<file path="config.mk">
export PLATFORM = sky130hd
export DESIGN_NAME = sleep_clockgate_reset_ctrl
export DESIGN_NICKNAME = d
export VERILOG_FILES = /design/src/sleep_ctrl_pkg.sv /design/src/sleep_clockgate_reset_ctrl.sv
export VERILOG_INCLUDE_DIRS = /design/src /design/src/src
export SDC_FILE = /design/constraint.sdc
export NUM_CORES = 1
export LEC_CHECK = 0
export ABC_AREA = 1
export CAP_MARGIN = 30
export CORE_MARGIN = 4
export CORE_UTILIZATION = 68
export CTS_CLUSTER_SIZE = 16
export DETAILED_ROUTE_END_ITERATION = 8
export DONT_BUFFER_PORTS = 1
export PLACE_DENSITY = 0.84
export SLEW_MARGIN = 20
export SYNTH_ARGS = -nofsm -noshare
export SYNTH_HDL_FRONTEND = slang
export SYNTH_SLANG_ARGS = --single-unit
</file>
<file path="constraint.sdc">
create_clock -name clk_sys_i -period 5.1 [get_ports clk_sys_i]
set_clock_uncertainty 0.05 [all_clocks]
set_input_delay 0.255 -clock clk_sys_i [delete_from_list [all_inputs] [get_ports clk_sys_i]]
set_output_delay 0.255 -clock clk_sys_i [all_outputs]
set_load 0.03 [all_outputs]
</file>
<file path="src/sleep_ctrl_regs.svh">
// Register offsets, field positions, reset values and timing counts of the sleep and reset block.
`ifndef SLEEP_CTRL_REGS_SVH
`define SLEEP_CTRL_REGS_SVH

// ****************************************
// Register offsets
// ****************************************
`define REG_POWER_SLEEP_CONTROL 8'h35
`define REG_PERIPHERAL_CLOCK_GATE 8'h36

// ****************************************
// Field positions
// ****************************************
`define PSC_BROWNOUT_OFF_IN_SLEEP 7
`define PSC_GLOBAL_PULLUP_OFF 6
`define PSC_SLEEP_ARM 5
`define PSC_SLEEP_MODE_HI 4
`define PSC_SLEEP_MODE_LO 3
`define PSC_BROWNOUT_OFF_UNLOCK 2
`define PSC_EXT_INT_SENSE_HI 1
`define PSC_EXT_INT_SENSE_LO 0
`define PCG_SECOND_TIMER 3
`define PCG_FIRST_TIMER 2
`define PCG_SERIAL_UNIT 1
`define PCG_CONVERTER 0

// ****************************************
// Reset values and timing counts
// ****************************************
`define PSC_RESET 8'h00
`define PCG_RESET 8'h00
`define PCG_WRITE_MASK 8'h0f
`define PSC_WRITE_MASK 8'h7b
`define UNLOCK_WINDOW_CYCLES 3'd4
`define BOD_OFF_DELAY_CYCLES 3'd3
`define BOD_OFF_HOLD_CYCLES 3'd3

`endif

</file>
<file path="src/sleep_ctrl_pkg.sv">
// Types shared by the sleep, clock-gate and reset block.
package sleep_ctrl_pkg;

  typedef enum logic [1:0] {
    MODE_IDLE = 2'b00,
    MODE_QUIET = 2'b01,
    MODE_POWER_DOWN = 2'b10,
    MODE_RESERVED = 2'b11
  } sleep_mode_t;

  typedef enum logic [1:0] {
    BOD_IDLE = 2'b00,
    BOD_UNLOCKED = 2'b01,
    BOD_PENDING = 2'b10,
    BOD_ACTIVE = 2'b11
  } bod_state_t;

endpackage

</file>
<file path="src/sleep_clockgate_reset_ctrl.sv">
// Sleep control, peripheral clock gating and reset stretching of a small microcontroller.
//
// Design decision made here: the address-and-strobe port.
`timescale 1ns/1ps
`include "sleep_ctrl_regs.svh"

module sleep_clockgate_reset_ctrl
  import sleep_ctrl_pkg::*;
#(
  parameter bit HAS_SW_BOD_DISABLE = 1'b1,
  parameter int TIMEOUT_WIDTH = 16
) (
  input wire logic clk_sys_i,
  input wire logic resetn_i,
  input wire logic [7:0] reg_addr_i,
  input wire logic [7:0] reg_wdata_i,
  input wire logic reg_wr_i,
  input wire logic reg_rd_i,
  output logic [7:0] reg_rdata_o,
  input wire logic sleep_instr_i,
  input wire logic wake_i,
  input wire logic power_ok_i,
  input wire logic ext_reset_n_i,
  input wire logic ext_reset_en_i,
  input wire logic watchdog_timeout_i,
  input wire logic watchdog_enable_i,
  input wire logic brownout_low_i,
  input wire logic brownout_fuse_en_i,
  input wire logic [TIMEOUT_WIDTH-1:0] timeout_cycles_i,
  input wire logic comparator_bandgap_select_i,
  input wire logic converter_enable_i,
  output logic cpu_clk_en_o,
  output logic io_clk_en_o,
  output logic converter_clk_en_o,
  output logic osc_en_o,
  output logic sleeping_o,
  output logic brownout_detector_off_o,
  output logic input_buffer_en_o,
  output logic watchdog_run_o,
  output logic second_timer_clk_en_o,
  output logic first_timer_clk_en_o,
  output logic serial_unit_clk_en_o,
  output logic converter_gate_en_o,
  output logic comparator_usable_o,
  output logic bandgap_en_o,
  output logic global_pullup_off_o,
  output logic [1:0] ext_int_sense_o,
  output logic internal_reset_o,
  output logic port_reset_o
);

  // ****************************************
  // Elaboration checks
  // ****************************************
  // Refused at elaboration, so a bad width never reaches a netlist.
  if (TIMEOUT_WIDTH < 1 || TIMEOUT_WIDTH > 24) begin : g_width_check
    $error("TIMEOUT_WIDTH must lie between 1 and 24.");
  end

  // ****************************************
  // State
  // ****************************************
  typedef struct packed {
    logic [7:0] psc;
    logic [7:0] pcg;
    bod_state_t brownout_detector;
    logic [2:0] bod_cnt;
    logic sleeping;
    sleep_mode_t mode;
    logic bod_off;
    logic wd_q;
    logic stretching;
    logic [TIMEOUT_WIDTH-1:0] delay_cnt;
    logic internal_reset;
    logic [7:0] rdata;
    logic cpu_clk_en;
    logic io_clk_en;
    logic conv_clk_en;
    logic osc_en;
    logic in_buf_en;
    logic [3:0] gate_en;
    logic comp_usable;
    logic bandgap;
  } state_t;

  state_t s_q;
  state_t s_d;
  logic async_source;
  logic por_or_pin_n;

  // Sources that need no clock: power loss, enabled pin low, enabled brown-out.
  assign async_source = !power_ok_i || (ext_reset_en_i && !ext_reset_n_i) ||
                        (brownout_fuse_en_i && brownout_low_i);

  // Port reset is purely combinational from resetn_i and the asynchronous sources.
  assign por_or_pin_n = resetn_i && !async_source;

  // ****************************************
  // Next-state logic
  // ****************************************
  always_comb begin
    logic psc_wr;
    logic pcg_wr;
    logic [7:0] wd;
    logic any_src;
    logic sleep_ok;
    sleep_mode_t sel;
    psc_wr = reg_wr_i && (reg_addr_i == `REG_POWER_SLEEP_CONTROL);
    pcg_wr = reg_wr_i && (reg_addr_i == `REG_PERIPHERAL_CLOCK_GATE);
    wd = reg_wdata_i;
    s_d = s_q;

    // Plain read/write bits; brown-out bits are handled by the unlock machine.
    if (psc_wr) begin
      s_d.psc = (s_q.psc & ~`PSC_WRITE_MASK) | (wd & `PSC_WRITE_MASK);
      s_d.psc[`PSC_BROWNOUT_OFF_UNLOCK] = 1'b0;
    end
    if (pcg_wr) begin
      s_d.pcg = wd & `PCG_WRITE_MASK;
    end

    // Timed unlock of the brown-out-off bit.
    case (s_q.brownout_detector)
      BOD_IDLE: begin
        s_d.bod_cnt = 3'd0;
      end
      BOD_UNLOCKED: begin
        s_d.bod_cnt = s_q.bod_cnt + 3'd1;
        if (s_q.bod_cnt + 3'd1 >= `UNLOCK_WINDOW_CYCLES) begin
          s_d.brownout_detector = BOD_IDLE;
        end
      end
      BOD_PENDING: begin
        s_d.bod_cnt = s_q.bod_cnt + 3'd1;
        if (s_q.bod_cnt + 3'd1 >= `BOD_OFF_DELAY_CYCLES) begin
          s_d.brownout_detector = BOD_ACTIVE;
          s_d.bod_cnt = 3'd0;
        end
      end
      BOD_ACTIVE: begin
        s_d.bod_cnt = s_q.bod_cnt + 3'd1;
        if (s_q.bod_cnt + 3'd1 >= `BOD_OFF_HOLD_CYCLES) begin
          s_d.brownout_detector = BOD_IDLE;
        end
      end
      default: begin
        s_d.brownout_detector = BOD_IDLE;
      end
    endcase
    if (psc_wr && HAS_SW_BOD_DISABLE) begin
      if (wd[`PSC_BROWNOUT_OFF_IN_SLEEP] && wd[`PSC_BROWNOUT_OFF_UNLOCK]) begin
        s_d.brownout_detector = BOD_UNLOCKED;
        s_d.bod_cnt = 3'd0;
      end else if (s_q.brownout_detector == BOD_UNLOCKED && wd[`PSC_BROWNOUT_OFF_IN_SLEEP]) begin
        s_d.brownout_detector = BOD_PENDING;
        s_d.bod_cnt = 3'd0;
      end else if (s_q.brownout_detector == BOD_UNLOCKED) begin
        s_d.brownout_detector = BOD_IDLE;
      end
    end
    // Software view of both bits; zero when the feature is absent.
    s_d.psc[`PSC_BROWNOUT_OFF_IN_SLEEP] = HAS_SW_BOD_DISABLE &&
      (s_d.brownout_detector == BOD_PENDING || s_d.brownout_detector == BOD_ACTIVE);
    s_d.psc[`PSC_BROWNOUT_OFF_UNLOCK] = HAS_SW_BOD_DISABLE && (s_d.brownout_detector == BOD_UNLOCKED);

    // Sleep entry and wake-up.
    sel = sleep_mode_t'(s_q.psc[`PSC_SLEEP_MODE_HI:`PSC_SLEEP_MODE_LO]);
    sleep_ok = sleep_instr_i && s_q.psc[`PSC_SLEEP_ARM] && sel != MODE_RESERVED;
    if (s_q.sleeping && wake_i) begin
      s_d.sleeping = 1'b0;
      s_d.bod_off = 1'b0;
    end else if (!s_q.sleeping && sleep_ok) begin
      s_d.sleeping = 1'b1;
      s_d.mode = sel;
      s_d.bod_off = (s_q.brownout_detector == BOD_ACTIVE);
    end

    // Clock enables by mode; watchdog is never stopped by sleep.
    s_d.cpu_clk_en = !s_d.sleeping;
    s_d.io_clk_en = !s_d.sleeping || s_d.mode == MODE_IDLE;
    s_d.conv_clk_en = !s_d.sleeping || s_d.mode != MODE_POWER_DOWN;
    s_d.osc_en = !s_d.sleeping || s_d.mode != MODE_POWER_DOWN;
    // Input buffers stay on only when one of those clocks runs; wake pins bypass this.
    s_d.in_buf_en = s_d.io_clk_en || s_d.conv_clk_en;

    // Peripheral gates freeze clocks; the peripheral keeps its state.
    for (int i = 0; i < 4; i++) begin
      s_d.gate_en[i] = !s_d.pcg[i];
    end
    s_d.comp_usable = !s_d.pcg[`PCG_CONVERTER];
    s_d.bandgap = brownout_fuse_en_i || comparator_bandgap_select_i ||
                  converter_enable_i;

    // Reset stretch: watchdog pulse starts the delay on its falling edge.
    s_d.wd_q = watchdog_timeout_i && watchdog_enable_i;
    any_src = s_d.wd_q;
    if (any_src) begin
      s_d.stretching = 1'b1;
      s_d.internal_reset = 1'b1;
      s_d.delay_cnt = '0;
    end else if (s_q.stretching) begin
      if (s_q.delay_cnt >= timeout_cycles_i) begin
        s_d.stretching = 1'b0;
        s_d.internal_reset = 1'b0;
      end else begin
        s_d.delay_cnt = s_q.delay_cnt + 1'b1;
      end
    end

    // Read data stand in the cycle after the strobe.
    s_d.rdata = 8'h00;
    if (reg_rd_i && reg_addr_i == `REG_POWER_SLEEP_CONTROL) begin
      s_d.rdata = s_q.psc;
    end else if (reg_rd_i && reg_addr_i == `REG_PERIPHERAL_CLOCK_GATE) begin
      s_d.rdata = s_q.pcg & `PCG_WRITE_MASK;
    end
  end

  // ****************************************
  // State register
  // ****************************************
  // Any asynchronous source resets all state at once, so every register takes its
  // initial value without a clock and the stretch begins from the release.
  always_ff @(posedge clk_sys_i or negedge por_or_pin_n) begin
    if (!por_or_pin_n) begin
      s_q <= '0;
      s_q.psc <= `PSC_RESET;
      s_q.pcg <= `PCG_RESET;
      s_q.internal_reset <= 1'b1;
      s_q.stretching <= 1'b1;
      s_q.cpu_clk_en <= 1'b1;
      s_q.io_clk_en <= 1'b1;
      s_q.conv_clk_en <= 1'b1;
      s_q.osc_en <= 1'b1;
      s_q.in_buf_en <= 1'b1;
      s_q.gate_en <= 4'hf;
      s_q.comp_usable <= 1'b1;
    end else begin
      s_q <= s_d;
    end
  end

  // ****************************************
  // Outputs
  // ****************************************
  assign reg_rdata_o = s_q.rdata;
  assign cpu_clk_en_o = s_q.cpu_clk_en;
  assign io_clk_en_o = s_q.io_clk_en;
  assign converter_clk_en_o = s_q.conv_clk_en;
  assign osc_en_o = s_q.osc_en;
  assign sleeping_o = s_q.sleeping;
  assign brownout_detector_off_o = s_q.bod_off;
  assign input_buffer_en_o = s_q.in_buf_en;
  assign watchdog_run_o = 1'b1; // Sleep never stops the watchdog.
  assign second_timer_clk_en_o = s_q.gate_en[`PCG_SECOND_TIMER];
  assign first_timer_clk_en_o = s_q.gate_en[`PCG_FIRST_TIMER];
  assign serial_unit_clk_en_o = s_q.gate_en[`PCG_SERIAL_UNIT];
  assign converter_gate_en_o = s_q.gate_en[`PCG_CONVERTER];
  assign comparator_usable_o = s_q.comp_usable;
  assign bandgap_en_o = s_q.bandgap;
  assign global_pullup_off_o = s_q.psc[`PSC_GLOBAL_PULLUP_OFF];
  assign ext_int_sense_o = s_q.psc[`PSC_EXT_INT_SENSE_HI:`PSC_EXT_INT_SENSE_LO];
  assign internal_reset_o = s_q.internal_reset;
  // Port reset is the only combinational output: it must act with no clock.
  assign port_reset_o = !por_or_pin_n;

endmodule

</file>
==> flow_metrics.py <==
metrics = {
    "clock_tree": {
        "post-cts-setup-buffer-count": 0,
        "htreeDepth": 2,
        "tritoncts": "yes",
        "cts-root-buf": "clkbuf_8",
        "cts_buffer_depth": 2,
        "clk_latency_ns": 0.31,
        "clock-sinks": 56,
        "cts_made_buffers": 5,
        "clk_pin_slew_ns": 0.11,
    },
    "global_route": {
        "grt_overflow": 0,
        "antenna_found_initial": 0,
        "gr-usage-all-layers_pct": 22.6,
        "grt_pass1_vias": 2444,
        "grt_max_degree": 58,
        "grt_pass1_wl_um": 10900,
    },
    "final_layout": {
        "final_cell_mix": "101 x nand2_1, 69 x inv_1, 46 x dfrtp_1, 40 x nand3_1, 29 x nor2_1",
        "final_net_count": 481,
        "final_area_um2": 3380,
        "drive_above_1_share_pct": 10.3,
        "area_growth_pct": 2.81,
        "fin_cells": 470,
        "diodes": 0,
        "final_common_cell": "nand2_1",
        "fillers": 366,
    },
    "placement": {
        "gp_congestion": 0.862,
        "preCtsSetupSlack_ns": 3.10,
        "dpl.hpwl_um": 4830,
        "portBuffers": 0,
        "placed_area_um2": 3230,
        "dp.cells": 456,
    },
    "yosys": {
        "avgSynthCellArea_um2": 7.84,
        "yosysUniqueCellTypes": 37,
        "synthArstFlopShare_pct": 100,
        "synth_top_cell_area_share_pct": 35.0,
        "syn-instance-count": 420,
        "yosys.area.top_type": "dfrtp_1",
        "syn_area_um2": 3290,
        "ys_seq_area_share_pct": 42.9,
        "synth_edf_count": 0,
        "synth_area_leaders": "dfrtp_1 35%, nand2_1 12%, dfstp_2 8.0%, inv_1 7.9%, ha_1 7.2%",
        "synth_nets": 486,
        "ys_ff_latch": 56,
        "synth_flop_cell": "dfrtp_1",
        "ys_warn_count": 0,
    },
    "die": {
        "core_area_um2": 4690,
        "start_util_pct": 70.2,
        "io_pins": 74,
        "die_h_um": 77.6,
        "chipWidth_um": 77.6,
        "rows": 25,
        "die_area_um2": 6020,
    },
    "timing": {
        "maxSlewHeadroom_pct": 54.7,
        "fin_crit_sh_pct": 39.7,
        "final.setup.tns_ns": 0,
        "drv_slew": 0,
        "fmax_mhz": 493,
        "tightest_slew_ns": 0.678,
        "final.min_clock_period_ns": 2.03,
        "setup_viol": 0,
        "setup_ws_ns": 3.07,
        "rsz0062_at_grt": "false",
        "hold_violations": 0,
    },
    "pwr": {
        "power.share.combinational_pct": 23.1,
        "p_int_uw": 706,
        "swShare_pct": 35.0,
        "clkPwrFrac_pct": 23.2,
        "power.density_nw_per_um2": 321,
        "p_switching_uw": 380,
        "peakVddDrop_mv": 0.257,
        "pwr-share-seq_pct": 53.7,
        "leakage_nw": 1.83,
    },
    "drt": {
        "ant_nets": 0,
        "viasPerCell": 5.52,
        "postRouteWirelength_um": 6550,
        "drt_pass1_iterations": 4,
        "drc_errors": 0,
        "vias": 2595,
        "wire_per_inst_um": 13.9,
        "initialDrtViolationCount": 171,
    },
    "critical_path": {
        "cp.arrival_ns": 2.23,
        "crit_type": "flop to flop",
        "worstSetupStartpointType": "flop",
        "cp_max_fo": 17,
        "required_ns": 5.30,
        "cp-end-kind": "flop",
    },
    "hold_path": {
        "hp-class": "primary input to flop",
    },
    "job": {
        "cap_violations": 0,
    },
    "outcome": {
        "status": "complete, no violations",
    },
}
path summary, 6_finish.rpt:
kind / start / endpoint / slack (ns) / depth (start not counted)
hold / removal: reg_wdata_i[6] / global_pullup_off_o / 0.01 / 2
max in group asynchronous: ext_reset_en_i / s_q[22] / 4.33 / 4
setup / recovery: s_q[27] / s_q[33] / 3.07 / 10
setup reg to reg: s_q[27] / s_q[33] / 3.07 / 10
min in group asynchronous: power_ok_i / bandgap_en_o / 0.08 / 2
hold reg to reg: s_q[62] / reg_rdata_o[7] / 0.44 / 2
timing repair:
action | 4_1_cts | 5_1_grt
gates resized for setup | 0 | 0
endpoints found under the hold margin | 6 | 0
hold buffers | 6 | 0
stage by stage:
step	utilization (%)	total power [mW]	hold WS [ns]
floorplan	-	0.787	0.310
global placement	68.9	0.823	0.313
detailed placement	68.9	0.838	0.315
CTS	72.1	1.09	0.00575
global route	72.1	1.16	0.00424
finish	72.1	1.09	0.0130
power by group through the flow:
stage | clock network, mW | registers (mW) | logic (mW)
2_1_floorplan | 0 | 0.574 | 0.213
3_3_place_gp | 0 | 0.590 | 0.233
3_5_place_dp | 0 | 0.592 | 0.246
4_1_cts | 0.259 | 0.583 | 0.251
5_1_grt | 0.280 | 0.591 | 0.290
6_report | 0.252 | 0.583 | 0.251
Yosys cell counts (2+ instances only):
cell type / instances
a21oi_1: 11
a31o_2: 2
buf_2: 2
buf_4: 15
dfrtp_1: 46
dfstp_2: 10
ha_1: 19
inv_1: 69
inv_2: 2
nand2_1: 101
nand2_2: 5
nand3_1: 40
nand3_2: 2
nand4_1: 7
nor2_1: 29
nor2_2: 5
nor3_1: 10
o21ai_0: 22
xnor2_1: 4
xor2_1: 2
kinds of logic (layout without fill, tap and decap cells):
group | after synthesis | after routing | share of synthesized area (%)
flops | 56 | 56 | 42.9
buf+inv | 90 | 86 | 12.3
compound gates | 39 | 39 | 6.42
simple gates | 209 | 209 | 29.4
xor+xnor | 6 | 6 | 1.60
fa+ha+maj | 19 | 19 | 7.22
other cells | 1 | 1 | 0.114
layer usage:
layer	GRT usage, %	part of all wire, %	up-vias
met1	26.7	40	1209
met2	40.5	54	73
met3	6.03	6.0	5
met4	6.23	0.81	0
li1	-	-	1308
met5	0	0	-
critical path, stage by stage, from the launching register on:
cell     delay (ns)
dfrtp_1        0.48
ha_1           0.32
a21oi_1        0.15
nand2_1        0.07
nor2_1         0.09
nand2_1        0.10
nand2_2        0.10
nand3_4        0.19
nand2_4        0.23
nand2_1        0.09
nand2_1        0.08
registers in the layout, indices dropped and copies added (netlist names):
register,flops
internal_reset_o,1
osc_en_o,1
serial_unit_clk_en_o,1
input_buffer_en_o,1
global_pullup_off_o,1
io_clk_en_o,1
sleeping_o,1
first_timer_clk_en_o,1
brownout_detector_off_o,1
reg_rdata_o,8
cpu_clk_en_o,1
converter_gate_en_o,1
bandgap_en_o,1
s_q,33
ext_int_sense_o,2
second_timer_clk_en_o,1
layout make-up:
cell class,count,area (µm²),area share (%)
inverter,71,267,7.87
clock inverter,3,25.0,0.739
sequential,56,1410,41.8
clock buffer,5,68.8,2.03
multi-input combinational,274,1480,43.6
timing repair buffer,7,67.6,2.00
tap,54,67.6,2.00
Power figures use the tool's default switching activity.
